==> src/isr_pkg.sv <==
// constants, carriers and state codes of the status reporting block
package isr_pkg;

	// ----------------------------------------------------------------
	// register byte addresses
	// ----------------------------------------------------------------
	localparam logic [7:0] ADR_STB = 8'h00;
	localparam logic [7:0] ADR_POLL = 8'h04;
	localparam logic [7:0] ADR_SRE = 8'h08;
	localparam logic [7:0] ADR_ESE = 8'h0C;
	localparam logic [7:0] ADR_ESR = 8'h10;
	localparam logic [7:0] ADR_PSC = 8'h14;
	localparam logic [7:0] ADR_CLS = 8'h18;
	localparam logic [7:0] ADR_PRESET = 8'h1C;
	localparam logic [7:0] ADR_MSG = 8'h20;
	localparam logic [7:0] ADR_ABN_BASE = 8'h40;
	localparam logic [7:0] ADR_NORM_BASE = 8'h60;
	localparam logic [7:0] GRP_COND = 8'h00;
	localparam logic [7:0] GRP_RISE = 8'h04;
	localparam logic [7:0] GRP_FALL = 8'h08;
	localparam logic [7:0] GRP_EVENT = 8'h0C;
	localparam logic [7:0] GRP_ENABLE = 8'h10;

	// ----------------------------------------------------------------
	// field positions
	// ----------------------------------------------------------------
	localparam int STB_ABN_BIT = 3;
	localparam int STB_MAV_BIT = 4;
	localparam int STB_ESB_BIT = 5;
	localparam int STB_RQS_BIT = 6;
	localparam int STB_NORM_BIT = 7;
	localparam int ESR_PON_BIT = 7;
	localparam int MSG_VALID_BIT = 8;
	localparam logic [7:0] SRE_MASK = 8'hBF;

	// ----------------------------------------------------------------
	// reset values and counts
	// ----------------------------------------------------------------
	localparam logic [7:0] ESR_RST = 8'h80;
	localparam logic [7:0] ESE_RST = 8'h00;
	localparam logic [7:0] SRE_RST = 8'h00;
	localparam logic PSC_RST = 1'b0;
	localparam logic [1:0] INIT_SYNC_CYC = 2'h3;

	// ----------------------------------------------------------------
	// carriers
	// ----------------------------------------------------------------
	typedef struct packed {
		logic read;
		logic write;
		logic [7:0] address;
		logic [31:0] writedata;
	} isr_avs_req_t;

	typedef struct packed {
		logic [31:0] readdata;
		logic waitrequest;
	} isr_avs_rsp_t;

	typedef struct packed {
		logic preset;
		logic cls;
		logic wr_rise;
		logic wr_fall;
		logic wr_enable;
		logic rd_event;
	} isr_grp_ctl_t;

	typedef enum logic [2:0] {
		ST_SYNC = 3'b001,
		ST_LOAD = 3'b010,
		ST_RUN = 3'b100
	} isr_init_t;

endpackage : isr_pkg

==> src/isr_status_group.sv <==
// one condition / transition filter / event / enable status group
`timescale 1ns/10ps
module isr_status_group #(
	parameter int GW = 16
) (
	input wire logic i_sys_clk,
	input wire logic i_rst,
	input wire logic [GW-1:0] i_cond,
	input wire isr_pkg::isr_grp_ctl_t i_ctl,
	input wire logic [GW-1:0] i_wdata,
	output logic [GW-1:0] o_rise,
	output logic [GW-1:0] o_fall,
	output logic [GW-1:0] o_event,
	output logic [GW-1:0] o_enable,
	output logic o_summary
);
	import isr_pkg::*;

	logic [GW-1:0] cond_q;
	logic [GW-1:0] next_hit;

	// ----------------------------------------------------------------
	// transition filters and enable mask
	// ----------------------------------------------------------------
	// rising filter preset
	always_ff @(posedge i_sys_clk) begin
		if (i_rst || i_ctl.preset) begin
			o_rise <= '1;
		end else if (i_ctl.wr_rise) begin
			o_rise <= i_wdata;
		end
	end

	// falling filter preset
	always_ff @(posedge i_sys_clk) begin
		if (i_rst || i_ctl.preset) begin
			o_fall <= '0;
		end else if (i_ctl.wr_fall) begin
			o_fall <= i_wdata;
		end
	end

	// enable mask preset
	always_ff @(posedge i_sys_clk) begin
		if (i_rst || i_ctl.preset) begin
			o_enable <= '0;
		end else if (i_ctl.wr_enable) begin
			o_enable <= i_wdata;
		end
	end

	// ----------------------------------------------------------------
	// event latch
	// ----------------------------------------------------------------
	always_ff @(posedge i_sys_clk) begin
		if (i_rst) begin
			cond_q <= '0;
		end else begin
			cond_q <= i_cond;
		end
	end

	// filtered edge detect
	assign next_hit = (i_cond & ~cond_q & o_rise) | (~i_cond & cond_q & o_fall);

	// same register set
	// read clears, new edge wins
	always_ff @(posedge i_sys_clk) begin
		if (i_rst) begin
			o_event <= '0;
		end else if (i_ctl.rd_event || i_ctl.cls) begin
			o_event <= next_hit;
		end else begin
			o_event <= o_event | next_hit;
		end
	end

	// live masked summary
	assign o_summary = |(o_event & o_enable);

endmodule : isr_status_group

==> src/isr_status_top.sv <==
// status reporting: groups, standard events, summary byte, service request, output queue
// Operation
// abnormal group ORed into summary byte bit 3.
// abnormal group has condition, rising, falling, event and enable registers.
// standard event latch is read-only and cleared by every read.
// masked standard events ORed into summary byte bit 5.
// standard event enable zeroed at power-on when persistence clear is one.
// poll and query return same byte except bit 6.
// service request raises request line and latches request flag in bit 6.
// serial poll returns request flag, then clears it, others untouched.
// master summary is a live OR of mask-enabled summary bits.
// status byte query clears nothing.
// reading an event register clears it and drops its summary.
// service request mask selects bits; all zero means no requests.
// output queue is FIFO; bit 4 set while it holds a byte.
// too many unread errors produce a system error message.
// queue emptied at power-on and by clear status.
// power-on preset sets all rising filter bits.
// power-on preset clears all falling filter bits.
// power-on clears events, summary byte, queue and group enables.
// masks zeroed if persistence is one, else restored from storage.
// powerup flag bit 7 set at every power-up.
// controller sets enable bit 7 and mask bit 5 for power-loss requests.
// event register latches filtered changes until cleared.
// normal-operation summary sits at summary byte bit 7.
// group summaries are combinational masked ORs.
//
// The Avalon-MM interface to the registers and the register offsets were left to the implementer.
`timescale 1ns/10ps
module isr_status_top #(
	parameter int GRP_W = 16,
	parameter int Q_DEPTH = 16,
	parameter int ERR_LIMIT = 4,
	parameter logic [7:0] SYS_ERR_CODE = 8'hEE
) (
	input wire logic i_sys_clk,
	input wire logic i_rst,
	input wire isr_pkg::isr_avs_req_t i_avs,
	output isr_pkg::isr_avs_rsp_t o_avs,
	input wire logic [GRP_W-1:0] i_abn_cond,
	input wire logic [GRP_W-1:0] i_norm_cond,
	input wire logic [7:0] i_std_evt,
	input wire logic i_msg_valid,
	input wire logic [7:0] i_msg_data,
	input wire logic i_msg_err,
	output logic o_msg_ready,
	input wire logic i_nv_psc,
	input wire logic [7:0] i_nv_ese,
	input wire logic [7:0] i_nv_sre,
	output logic o_nv_psc,
	output logic [7:0] o_nv_ese,
	output logic [7:0] o_nv_sre,
	output logic o_srq
);
	import isr_pkg::*;

	localparam int QW = $clog2(Q_DEPTH);

	generate
		if (GRP_W < 1 || GRP_W > 32) begin : g_bad_w
			$error("group width must be 1 to 32");
		end
		if (Q_DEPTH < 2 || (1 << QW) != Q_DEPTH) begin : g_bad_q
			$error("queue depth must be a power of two");
		end
		if (ERR_LIMIT < 1 || ERR_LIMIT >= Q_DEPTH) begin : g_bad_e
			$error("error limit must be below queue depth");
		end
	endgenerate

	// ----------------------------------------------------------------
	// synchronisers
	// ----------------------------------------------------------------
	logic [GRP_W-1:0] abn_m, abn_s, norm_m, norm_s;
	logic nv_psc_m, nv_psc_s;
	logic [7:0] nv_ese_m, nv_ese_s, nv_sre_m, nv_sre_s;

	always_ff @(posedge i_sys_clk) begin
		if (i_rst) begin
			abn_m <= '0;
			abn_s <= '0;
			norm_m <= '0;
			norm_s <= '0;
		end else begin
			abn_m <= i_abn_cond;
			abn_s <= abn_m;
			norm_m <= i_norm_cond;
			norm_s <= norm_m;
		end
	end

	always_ff @(posedge i_sys_clk) begin
		if (i_rst) begin
			nv_psc_m <= 1'b0;
			nv_psc_s <= 1'b0;
			nv_ese_m <= 8'h00;
			nv_ese_s <= 8'h00;
			nv_sre_m <= 8'h00;
			nv_sre_s <= 8'h00;
		end else begin
			nv_psc_m <= i_nv_psc;
			nv_psc_s <= nv_psc_m;
			nv_ese_m <= i_nv_ese;
			nv_ese_s <= nv_ese_m;
			nv_sre_m <= i_nv_sre;
			nv_sre_s <= nv_sre_m;
		end
	end

	// ----------------------------------------------------------------
	// power-on sequence
	// ----------------------------------------------------------------
	isr_init_t state;
	logic [1:0] init_cnt;

	always_ff @(posedge i_sys_clk) begin
		if (i_rst) begin
			state <= ST_SYNC;
			init_cnt <= 2'h0;
		end else begin
			unique case (state)
				ST_SYNC: begin
					init_cnt <= init_cnt + 2'h1;
					if (init_cnt == INIT_SYNC_CYC - 2'h1) begin
						state <= ST_LOAD;
					end
				end
				ST_LOAD: begin
					state <= ST_RUN;
				end
				ST_RUN: begin
					state <= ST_RUN;
				end
			endcase
		end
	end

	// ----------------------------------------------------------------
	// bus slave decode
	// ----------------------------------------------------------------
	logic wait_q;
	logic take, take_rd, take_wr;
	logic rd_stb, rd_poll, rd_esr, rd_msg, wr_sre, wr_ese, wr_psc, cls_op, preset_op;
	logic [31:0] rdata_q;
	logic [31:0] rd_mux;

	assign take = (i_avs.read || i_avs.write) && wait_q && (state == ST_RUN);
	assign take_rd = take && i_avs.read;
	assign take_wr = take && i_avs.write;
	assign rd_stb = take_rd && (i_avs.address == ADR_STB);
	assign rd_poll = take_rd && (i_avs.address == ADR_POLL);
	assign rd_esr = take_rd && (i_avs.address == ADR_ESR);
	assign rd_msg = take_rd && (i_avs.address == ADR_MSG);
	assign wr_sre = take_wr && (i_avs.address == ADR_SRE);
	assign wr_ese = take_wr && (i_avs.address == ADR_ESE);
	assign wr_psc = take_wr && (i_avs.address == ADR_PSC);
	assign cls_op = take_wr && (i_avs.address == ADR_CLS);
	assign preset_op = take_wr && (i_avs.address == ADR_PRESET);

	always_ff @(posedge i_sys_clk) begin
		if (i_rst) begin
			wait_q <= 1'b1;
		end else begin
			wait_q <= ~take;
		end
	end

	// ----------------------------------------------------------------
	// status groups
	// ----------------------------------------------------------------
	isr_grp_ctl_t abn_ctl, norm_ctl;
	logic [GRP_W-1:0] abn_rise, abn_fall, abn_evt, abn_en;
	logic [GRP_W-1:0] norm_rise, norm_fall, norm_evt, norm_en;
	logic abn_sum, norm_sum;

	always_comb begin
		abn_ctl.preset = preset_op;
		abn_ctl.cls = cls_op;
		abn_ctl.wr_rise = take_wr && (i_avs.address == ADR_ABN_BASE + GRP_RISE);
		abn_ctl.wr_fall = take_wr && (i_avs.address == ADR_ABN_BASE + GRP_FALL);
		abn_ctl.wr_enable = take_wr && (i_avs.address == ADR_ABN_BASE + GRP_ENABLE);
		abn_ctl.rd_event = take_rd && (i_avs.address == ADR_ABN_BASE + GRP_EVENT);
		norm_ctl.preset = preset_op;
		norm_ctl.cls = cls_op;
		norm_ctl.wr_rise = take_wr && (i_avs.address == ADR_NORM_BASE + GRP_RISE);
		norm_ctl.wr_fall = take_wr && (i_avs.address == ADR_NORM_BASE + GRP_FALL);
		norm_ctl.wr_enable = take_wr && (i_avs.address == ADR_NORM_BASE + GRP_ENABLE);
		norm_ctl.rd_event = take_rd && (i_avs.address == ADR_NORM_BASE + GRP_EVENT);
	end

	isr_status_group #(.GW(GRP_W)) u_abn (
		.i_sys_clk(i_sys_clk),
		.i_rst(i_rst),
		.i_cond(abn_s),
		.i_ctl(abn_ctl),
		.i_wdata(i_avs.writedata[GRP_W-1:0]),
		.o_rise(abn_rise),
		.o_fall(abn_fall),
		.o_event(abn_evt),
		.o_enable(abn_en),
		.o_summary(abn_sum)
	);

	isr_status_group #(.GW(GRP_W)) u_norm (
		.i_sys_clk(i_sys_clk),
		.i_rst(i_rst),
		.i_cond(norm_s),
		.i_ctl(norm_ctl),
		.i_wdata(i_avs.writedata[GRP_W-1:0]),
		.o_rise(norm_rise),
		.o_fall(norm_fall),
		.o_event(norm_evt),
		.o_enable(norm_en),
		.o_summary(norm_sum)
	);

	// ----------------------------------------------------------------
	// standard events, masks, persistence
	// ----------------------------------------------------------------
	logic [7:0] esr, ese, sre;
	logic persistence_clear_setting;

	// read-only, read clears
	// powerup flag at reset
	always_ff @(posedge i_sys_clk) begin
		if (i_rst) begin
			esr <= ESR_RST;
		end else if (rd_esr || cls_op) begin
			esr <= i_std_evt;
		end else begin
			esr <= esr | i_std_evt;
		end
	end

	// persistence clears enable
	// restore or zero masks
	always_ff @(posedge i_sys_clk) begin
		if (i_rst) begin
			ese <= ESE_RST;
			sre <= SRE_RST;
			persistence_clear_setting <= PSC_RST;
		end else if (state == ST_LOAD) begin
			persistence_clear_setting <= nv_psc_s;
			ese <= nv_psc_s ? ESE_RST : nv_ese_s;
			sre <= nv_psc_s ? SRE_RST : (nv_sre_s & SRE_MASK);
		end else begin
			if (wr_ese) begin
				ese <= i_avs.writedata[7:0];
			end
			if (wr_sre) begin
				sre <= i_avs.writedata[7:0] & SRE_MASK;
			end
			if (wr_psc) begin
				persistence_clear_setting <= i_avs.writedata[0];
			end
		end
	end

	// ----------------------------------------------------------------
	// output queue
	// ----------------------------------------------------------------
	logic [8:0] q_mem [Q_DEPTH];
	logic [QW-1:0] q_wptr, q_rptr;
	logic [QW:0] q_count, err_cnt, next_q_count, next_err_cnt;
	logic msg_room, sys_err_sent, msg_take, err_full, push, pop;
	logic [8:0] push_word;

	assign msg_take = i_msg_valid && msg_room && (state == ST_RUN);
	assign err_full = err_cnt >= (QW+1)'(ERR_LIMIT);
	// system error on error overflow
	assign push = msg_take && !(i_msg_err && err_full && sys_err_sent);
	assign push_word = (i_msg_err && err_full) ? {1'b0, SYS_ERR_CODE} : {i_msg_err, i_msg_data};
	assign pop = rd_msg && (q_count != '0);

	always_comb begin
		next_q_count = q_count + {{QW{1'b0}}, push} - {{QW{1'b0}}, pop};
		next_err_cnt = err_cnt + {{QW{1'b0}}, push && push_word[8]}
			- {{QW{1'b0}}, pop && q_mem[q_rptr][8]};
	end

	always_ff @(posedge i_sys_clk) begin
		if (push) begin
			q_mem[q_wptr] <= push_word;
		end
	end

	// first-in first-out order
	// emptied at reset and clear
	always_ff @(posedge i_sys_clk) begin
		if (i_rst || cls_op) begin
			q_wptr <= '0;
			q_rptr <= '0;
			q_count <= '0;
			err_cnt <= '0;
			msg_room <= 1'b1;
			sys_err_sent <= 1'b0;
		end else begin
			if (push) begin
				q_wptr <= q_wptr + 1'b1;
			end
			if (pop) begin
				q_rptr <= q_rptr + 1'b1;
			end
			q_count <= next_q_count;
			err_cnt <= next_err_cnt;
			msg_room <= next_q_count < (QW+1)'(Q_DEPTH);
			if (msg_take && i_msg_err && err_full) begin
				sys_err_sent <= 1'b1;
			end else if (!err_full) begin
				sys_err_sent <= 1'b0;
			end
		end
	end

	// ----------------------------------------------------------------
	// summary byte and service request
	// ----------------------------------------------------------------
	logic [7:0] stb_base;
	logic esb, message_available_flag, master_summary_flag, mss_q, request_service_flag;

	// masked standard events
	assign esb = |(esr & ese);
	assign message_available_flag = (q_count != '0);

	// abnormal at bit 3
	// normal at bit 7
	always_comb begin
		stb_base = 8'h00;
		stb_base[STB_ABN_BIT] = abn_sum;
		stb_base[STB_MAV_BIT] = message_available_flag;
		stb_base[STB_ESB_BIT] = esb;
		stb_base[STB_NORM_BIT] = norm_sum;
	end

	// live masked OR
	// mask selects request
	assign master_summary_flag = |(stb_base & sre & SRE_MASK);

	// latch request flag
	// poll clears flag
	always_ff @(posedge i_sys_clk) begin
		if (i_rst) begin
			mss_q <= 1'b0;
			request_service_flag <= 1'b0;
		end else begin
			mss_q <= master_summary_flag;
			request_service_flag <= (master_summary_flag && !mss_q) || (request_service_flag && !(rd_poll || cls_op));
		end
	end

	// ----------------------------------------------------------------
	// read data
	// ----------------------------------------------------------------
	// bit 6 differs per path
	// query clears nothing
	always_comb begin
		rd_mux = 32'h0000_0000;
		unique case (i_avs.address)
			ADR_STB: rd_mux[7:0] = stb_base | ({7'h00, master_summary_flag} << STB_RQS_BIT);
			ADR_POLL: rd_mux[7:0] = stb_base | ({7'h00, request_service_flag} << STB_RQS_BIT);
			ADR_SRE: rd_mux[7:0] = sre;
			ADR_ESE: rd_mux[7:0] = ese;
			ADR_ESR: rd_mux[7:0] = esr;
			ADR_PSC: rd_mux[0] = persistence_clear_setting;
			ADR_MSG: rd_mux[MSG_VALID_BIT:0] = {message_available_flag, q_mem[q_rptr][7:0]};
			ADR_ABN_BASE + GRP_COND: rd_mux[GRP_W-1:0] = abn_s;
			ADR_ABN_BASE + GRP_RISE: rd_mux[GRP_W-1:0] = abn_rise;
			ADR_ABN_BASE + GRP_FALL: rd_mux[GRP_W-1:0] = abn_fall;
			ADR_ABN_BASE + GRP_EVENT: rd_mux[GRP_W-1:0] = abn_evt;
			ADR_ABN_BASE + GRP_ENABLE: rd_mux[GRP_W-1:0] = abn_en;
			ADR_NORM_BASE + GRP_COND: rd_mux[GRP_W-1:0] = norm_s;
			ADR_NORM_BASE + GRP_RISE: rd_mux[GRP_W-1:0] = norm_rise;
			ADR_NORM_BASE + GRP_FALL: rd_mux[GRP_W-1:0] = norm_fall;
			ADR_NORM_BASE + GRP_EVENT: rd_mux[GRP_W-1:0] = norm_evt;
			ADR_NORM_BASE + GRP_ENABLE: rd_mux[GRP_W-1:0] = norm_en;
			default: rd_mux = 32'h0000_0000;
		endcase
	end

	always_ff @(posedge i_sys_clk) begin
		if (i_rst) begin
			rdata_q <= 32'h0000_0000;
		end else if (take_rd) begin
			rdata_q <= rd_mux;
		end
	end

	assign o_avs = '{readdata: rdata_q, waitrequest: wait_q};
	assign o_msg_ready = msg_room;
	assign o_srq = request_service_flag;
	assign o_nv_psc = persistence_clear_setting;
	assign o_nv_ese = ese;
	assign o_nv_sre = sre;
endmodule : isr_status_top

==> config.mk <==
export PLATFORM = sky130hd
export DESIGN_NAME = isr_status_top
export DESIGN_NICKNAME = d
export VERILOG_FILES = /design/src/isr_pkg.sv /design/src/isr_status_group.sv /design/src/isr_status_top.sv
export SDC_FILE = /design/constraint.sdc
export NUM_CORES = 1
export LEC_CHECK = 0
export ABC_AREA = 1
export BUFFER_PORTS_ARGS = -buffer_cell sky130_fd_sc_hd__buf_2
export CAP_MARGIN = 25
export CELL_PAD_IN_SITES_DETAIL_PLACEMENT = 1
export CELL_PAD_IN_SITES_GLOBAL_PLACEMENT = 2
export CORE_UTILIZATION = 32
export CTS_CLUSTER_DIAMETER = 200
export CTS_CLUSTER_SIZE = 14
export DETAILED_ROUTE_END_ITERATION = 7
export PLACE_DENSITY_LB_ADDON = 0.1
export SYNTH_ARGS = -nofsm -noshare
export SYNTH_HDL_FRONTEND = slang
export SYNTH_HIERARCHICAL = 1
export SYNTH_SLANG_ARGS = --single-unit
==> constraint.sdc <==
create_clock -name i_sys_clk -period 3.1 [get_ports i_sys_clk]
set_clock_uncertainty 0.1 [all_clocks]
set_input_delay 0.155 -clock i_sys_clk [delete_from_list [all_inputs] [get_ports i_sys_clk]]
set_output_delay 0.155 -clock i_sys_clk [all_outputs]
set_load 0.05 [all_outputs]
==> results.sh, run 1 <==
export IMPL_place_inst=3494
export IMPL_cts_sinks=472
export IMPL_grt_busiest_layer="met2"
export IMPL_nFillCells=7627
export IMPL_io_pins=163
export IMPL_ys_async_sr_fraction_pct=0
export IMPL_final_cells=3661
export IMPL_critPathKind="register to register"
export IMPL_grtUsageMet3_pct=2.806
export IMPL_post_dp_hpwl_mm=49.68
export IMPL_grt_overflow_total=0
export IMPL_grt_pass1_wl_mm=107.2
export IMPL_p_per_area_nw_per_um2=519.3
export IMPL_syn_area_sq_um=20130
export IMPL_yosys_warnings=6
export IMPL_ir_drop_v=0.0003025
export IMPL_tightest_slew_ns=0.7153
export IMPL_hold_viol=0
export IMPL_antenna_found_initial=0
export IMPL_path_clk_slew_ns=0.07
export IMPL_final_common_cell="nand2_1"
export IMPL_arrival_ns=3.26
export IMPL_cts_root_buf="clkbuf_16"
export IMPL_total_power_mw=12.53
export IMPL_finalCoreUtilization_pct=38.95
export IMPL_final_layout_size_suffix_gt1_share_pct=11.72
export IMPL_maxSlewViolCount=0
export IMPL_ys_seq_area_share_pct=54.11
export IMPL_die_area_sq_um=63900
export IMPL_portBuffers=128
export IMPL_critical_path_required_ns=3.47
export IMPL_cts_tree="built"
export IMPL_placementRows=91
export IMPL_period_minus_slack_ns=2.888
export IMPL_clock_path_buffers=3
export IMPL_globalRouteMet1Util_pct=27.45
export IMPL_synth_cells=2551
export IMPL_ys_ff_latch=472
export IMPL_hold_worst_slack_ns=0.02594
export IMPL_gr_usage_all_layers_pct=22.23
export IMPL_largest_register="q_mem"
export IMPL_cp_max_fo=6
export IMPL_num_antenna_cells=0
export IMPL_synth_avg_cell_area_sq_um=7.890
export IMPL_max_freq_mhz=346.2
export IMPL_fin_crit_sh_pct=93.18
export IMPL_setup_violations=0
export IMPL_vias_per_cell=4.722
export IMPL_p_leak_nw=10.85
export IMPL_first_global_vias=18081
export IMPL_chipWidth_microns=252.8
export IMPL_drv_cap=0
export IMPL_status="finished clean"
export IMPL_routed_wirelength_mm=70.62
export IMPL_core_area_sq_um=61940
export IMPL_cts_buffers=39
export IMPL_largest_reg_flops=144
export IMPL_drc=0
export IMPL_ys_types=43
export IMPL_drt_iter0_markers=770
export IMPL_wl_per_cell_microns=19.29
export IMPL_die_h_microns=252.8
export IMPL_fin_nets=2940
export IMPL_cp_start_kind="register"
export IMPL_use_met2_pct=39.94
export IMPL_synth_flop_cell="dfxtp_1"
export IMPL_clk_latency_ns=0.57
export IMPL_tns_ns=0
export IMPL_first_pass_iters=5
export IMPL_start_util_pct=32.49
export IMPL_ant_nets=0
export IMPL_htreeDepth=2
export IMPL_vias=17288
export IMPL_grt_max_degree=66
export IMPL_synth_edf_count=144
export IMPL_worstHoldPathType="input pin to register"
export IMPL_rsz0062_at_grt="yes"
export IMPL_syn_to_final_growth_pct=19.88
export IMPL_endpoint_kind="register"
export IMPL_relSlewSlack_pct=52.26
export IMPL_final_cell_mix="nand2_1 (570), nor2_1 (440), inv_1 (329), dfxtp_1 (326), nand3_1 (257)"
export IMPL_place_gp_congestion=0.8106
layer usage:
| layer | part of all wire, % | routed length [microns] |
|---|---|---|
| met4 | 2.7 | 1924 |
| met5 | 0 | 0 |
| met3 | 3.2 | 2289 |
| met1 | 44 | 31040 |
| met2 | 50 | 35370 |
final timing paths:
path,start,to,slack (ns),cells past startpoint
setup / recovery,err_cnt[2],o_msg_ready,0.21,16
hold / removal,i_msg_valid,q_wptr[3],0.03,5
setup reg to reg,err_cnt[2],o_msg_ready,0.21,16
hold reg to reg,norm_m[3],norm_s[3],0.30,2
critical path, cell delays in order, from the launching register on:
cell and delay, ns:
dfxtp_2 0.39, ha_1 0.17, inv_1 0.07, nor4_4 0.25
nor3_4 0.08, nor2_2 0.10, nand2_1 0.11, nand2_2 0.14
ha_1 0.24, inv_1 0.05, ha_1 0.16, inv_1 0.06
fa_1 0.42, o21ai_1 0.18, xor2_1 0.08, nor2_1 0.12
inv_1 0.05
report_power, final:
group | internal [mW] | switching [mW] | total, mW | leakage, nW
registers | 6.53 | 0.157 | 6.68 | 3.97
logic | 0.335 | 0.741 | 1.08 | 6.34
clock network | 2.48 | 2.29 | 4.77 | 0.536
metrics by stage:
step                cell area, sq um  worst slack [ns]
floorplan                      20190            0.2180
global placement               21820           0.06427
detailed placement             21860          -0.03375
CTS                            24090           0.02425
global route                   24130          -0.02413
finish                         24130            0.2115
cell families after synthesis:
family	synth area share [%]
AO/OA/AOI/OAI	6.702
buffers and inverters	9.685
AND/OR/NAND/NOR	27.91
other	0.01863
XOR/XNOR	0.2611
adder cells (fa/ha/maj)	1.318
flip-flops	54.11
cell usage after synthesis (18+ instances only):
| library cell | instances | area share (%) |
|---|---|---|
| o21ai_1 | 22 | 0.55 |
| inv_1 | 329 | 6.1 |
| nand3_1 | 258 | 6.4 |
| ha_1 | 18 | 1.1 |
| nand2_1 | 571 | 11 |
| buf_2 | 41 | 1.0 |
| buf_4 | 29 | 1.1 |
| edfxtp_1 | 144 | 21 |
| o21ai_0 | 117 | 2.9 |
| dfxtp_1 | 328 | 33 |
| nor2_2 | 18 | 0.56 |
| a21oi_1 | 61 | 1.5 |
| clkbuf_1 | 34 | 0.63 |
| nor2_1 | 441 | 8.2 |
cell type report:
| cell class | instances | area [sq um] | area share, % |
|---|---|---|---|
| clock inverters | 1 | 30.03 | 0.1245 |
| multi-input cells | 1635 | 7416 | 30.74 |
| repair buffers | 317 | 2366 | 9.806 |
| clock buffers | 55 | 1079 | 4.470 |
| flip-flops and latches | 472 | 10900 | 45.16 |
| well taps | 837 | 1047 | 4.340 |
| inverters | 344 | 1295 | 5.367 |
repair_timing:
item,in CTS,in global routing
pin swaps,0,3
setup buffers,0,1
hold endpoints to repair,211,0
gates resized for setup,4,10
hold buffers,110,0
endpoints found under the setup margin,3,3
Note: power is estimated with default switching activity, not from simulation.
==> run 2, diff against run 1 <==
--- a/config.mk
+++ b/config.mk
@@ -10,6 +10,7 @@
 export CAP_MARGIN = 25
 export CELL_PAD_IN_SITES_DETAIL_PLACEMENT = 1
 export CELL_PAD_IN_SITES_GLOBAL_PLACEMENT = 2
+export CORE_MARGIN = 4
 export CORE_UTILIZATION = 32
 export CTS_CLUSTER_DIAMETER = 200
 export CTS_CLUSTER_SIZE = 14
==> run 2 against run 1 <==
  * First-iteration DRC count grew 5.5%
  * Via count down 0.11%
  * Combinational power about the same
  * Critical endpoint is now q_count[4]
  * Flip-flop and latch count did not move
  * Fmax up 0.15%
  * Non-clock buffer count is 23 lower
==> results.sh, run 2 (same netlist as run 1, synthesis figures left out) <==
export IMPL_largest_register="q_mem"
export IMPL_relSlewSlack_pct=48.68
export IMPL_maxSlewViolCount=0
export IMPL_drt_iter0_markers=812
export IMPL_cts_sinks=472
export IMPL_ant_nets=0
export IMPL_use_met2_pct=38.51
export IMPL_portBuffers=128
export IMPL_final_area_sq_um=23870
export IMPL_cp_max_fo=6
export IMPL_largest_reg_flops=144
export IMPL_syn_to_final_growth_pct=18.59
export IMPL_p_per_area_nw_per_um2=519.7
export IMPL_start_util_pct=32.49
export IMPL_first_pass_iters=5
export IMPL_grt_busiest_layer="met2"
export IMPL_ff2ff_setup_slack_ns=0.22
export IMPL_cp_cell_sequence="ha_1, inv_2, nor4_4, nor3_2, nor2_2, nand2_2, nand2_2, ha_1, inv_1, ha_1, inv_1, fa_1, o21ai_1, xor2_1, nor2_1"
export IMPL_endpoint_kind="register"
export IMPL_chipWidth_microns=258.8
export IMPL_grtUsageMet3_pct=2.658
export IMPL_grt_pass1_wl_mm=109.9
export IMPL_dpl_instance_area_sq_um=21820
export IMPL_htreeDepth=2
export IMPL_multi_input_area_sq_um=7407
export IMPL_setup_violations=0
export IMPL_antenna_found_initial=2
export IMPL_hold_viol=0
export IMPL_grt_overflow_total=0
export IMPL_placementRows=91
export IMPL_seq_area_sq_um=10890
export IMPL_slowest_stage="fa_1"
export IMPL_crit_top_cell="ha_1"
export IMPL_nFillCells=7559
export IMPL_grt_max_degree=60
export IMPL_post_dp_hpwl_mm=49.93
export IMPL_critPathMaxStageDelay_ns=0.44
export IMPL_hold_worst_slack_ns=0.02405
export IMPL_place_gp_congestion=0.8184
export IMPL_first_global_vias=18091
export IMPL_r2r_end="q_count[4]"
export IMPL_final_common_cell="nand2_1"
export IMPL_critPathKind="register to register"
export IMPL_vias=17269
export IMPL_drv_cap=0
export IMPL_die_h_microns=258.8
export IMPL_routed_wirelength_mm=72.36
export IMPL_r2r_cells=15
export IMPL_clock_path_buffers=3
export IMPL_die_area_sq_um=66970
export IMPL_worstHoldPathType="input pin to register"
export IMPL_final_cell_mix="nand2_1 (569), nor2_1 (440), inv_1 (327), dfxtp_1 (325), nand3_1 (258)"
export IMPL_globalRouteMet1Util_pct=26.87
export IMPL_min_from="i_msg_data[1]"
export IMPL_wl_per_cell_microns=19.89
export IMPL_cts_root_buf="clkbuf_16"
export IMPL_hold_depth=2
export IMPL_fin_nets=2917
export IMPL_arrival_ns=3.22
export IMPL_clk_latency_ns=0.57
export IMPL_cts_buffers=39
export IMPL_total_power_mw=12.41
export IMPL_gr_usage_all_layers_pct=21.40
export IMPL_cts_tree="built"
export IMPL_ir_drop_v=0.0003571
export IMPL_fin_crit_sh_pct=93.03
export IMPL_drc=0
export IMPL_holdPathEnd="q_mem[13][1]"
export IMPL_io_pins=163
export IMPL_max_freq_mhz=346.7
export IMPL_period_minus_slack_ns=2.884
export IMPL_final_layout_size_suffix_gt1_share_pct=11.75
export IMPL_tightest_slew_ns=0.7690
export IMPL_core_area_sq_um=61940
export IMPL_vias_per_cell=4.747
export IMPL_rsz0062_at_grt="no"
export IMPL_path_clk_slew_ns=0.08
export IMPL_status="finished clean"
export IMPL_cp_start_kind="register"
export IMPL_p_leak_nw=10.69
export IMPL_critical_path_required_ns=3.44
export IMPL_r2r_start="err_cnt[2]"
run 2: changes by cell type in the layout (fill, tap and decap cells not counted), sizes merged:
cell / change
clkinv: +1
clkbuf: -2
dlygate4sd3: -20
buf: -3
diode: +1
run 2: metrics by stage:
step | cells | TNS, ns | util, % | worst slack [ns]
2_1_floorplan | 2567 | 0 | - | 0.2180
3_3_place_gp | 3488 | 0 | 35.24 | 0.04774
3_5_place_dp | 3488 | -0.1090 | 35.24 | -0.05563
4_1_cts | 3633 | 0 | 38.43 | 0.01115
5_1_grt | 3638 | 0 | 38.54 | 0.01113
6_report | 3638 | 0 | 38.54 | 0.2160
run 2: layer usage:
metal	vias to the layer above	share of wire (%)
met5	-	0.018
met1	8463	43
li1	8451	-
met4	2	2.8
met2	256	50
met3	97	3.4
run 2: final cells by class:
class	instances	share of cell area, %
clock inverters	2	0.1625
clock buffers	53	4.309
flip-flops and latches	472	45.64
diodes	1	0.01048
inverters	344	5.425
repair buffers	294	9.032
multi-input cells	1635	31.03
well taps	837	4.387
run 2: where the power goes:
| part | switching, mW | internal (mW) |
|---|---|---|
| registers | 0.157 | 6.53 |
| logic | 0.737 | 0.312 |
| clock network | 2.28 | 2.39 |
run 2: worst max-delay path: cells and delay by family (launching register included):
| family | cells | cell delay (ns) |
|---|---|---|
| compound gates | 1 | 0.18 |
| xor+xnor | 1 | 0.17 |
| flops | 1 | 0.35 |
| fa+ha+maj | 4 | 1.11 |
| buf+inv | 3 | 0.19 |
| simple gates | 6 | 0.64 |
run 2: timing repair:
item                                    in CTS  in global routing
endpoints found under the setup margin       2                  5
gates resized for setup                      2                 12
pin swaps                                    0                  3
setup buffers                                0                  4
endpoints found under the hold margin      177                  0
hold buffers                                90                  0
run 2: how the worst max path moves through the flow:
stage,startpoint,endpoint,slack (ns),depth (start not counted)
detailed placement,err_cnt[2],o_msg_ready,-0.06,16
floorplan,register,err_cnt[4],0.22,19
global route,register,err_cnt[4],0.01,17
global placement,i_avs[32],err_cnt[4],0.05,20
CTS,err_cnt[2],q_count[4],0.01,15
finish,err_cnt[2],q_count[4],0.22,15
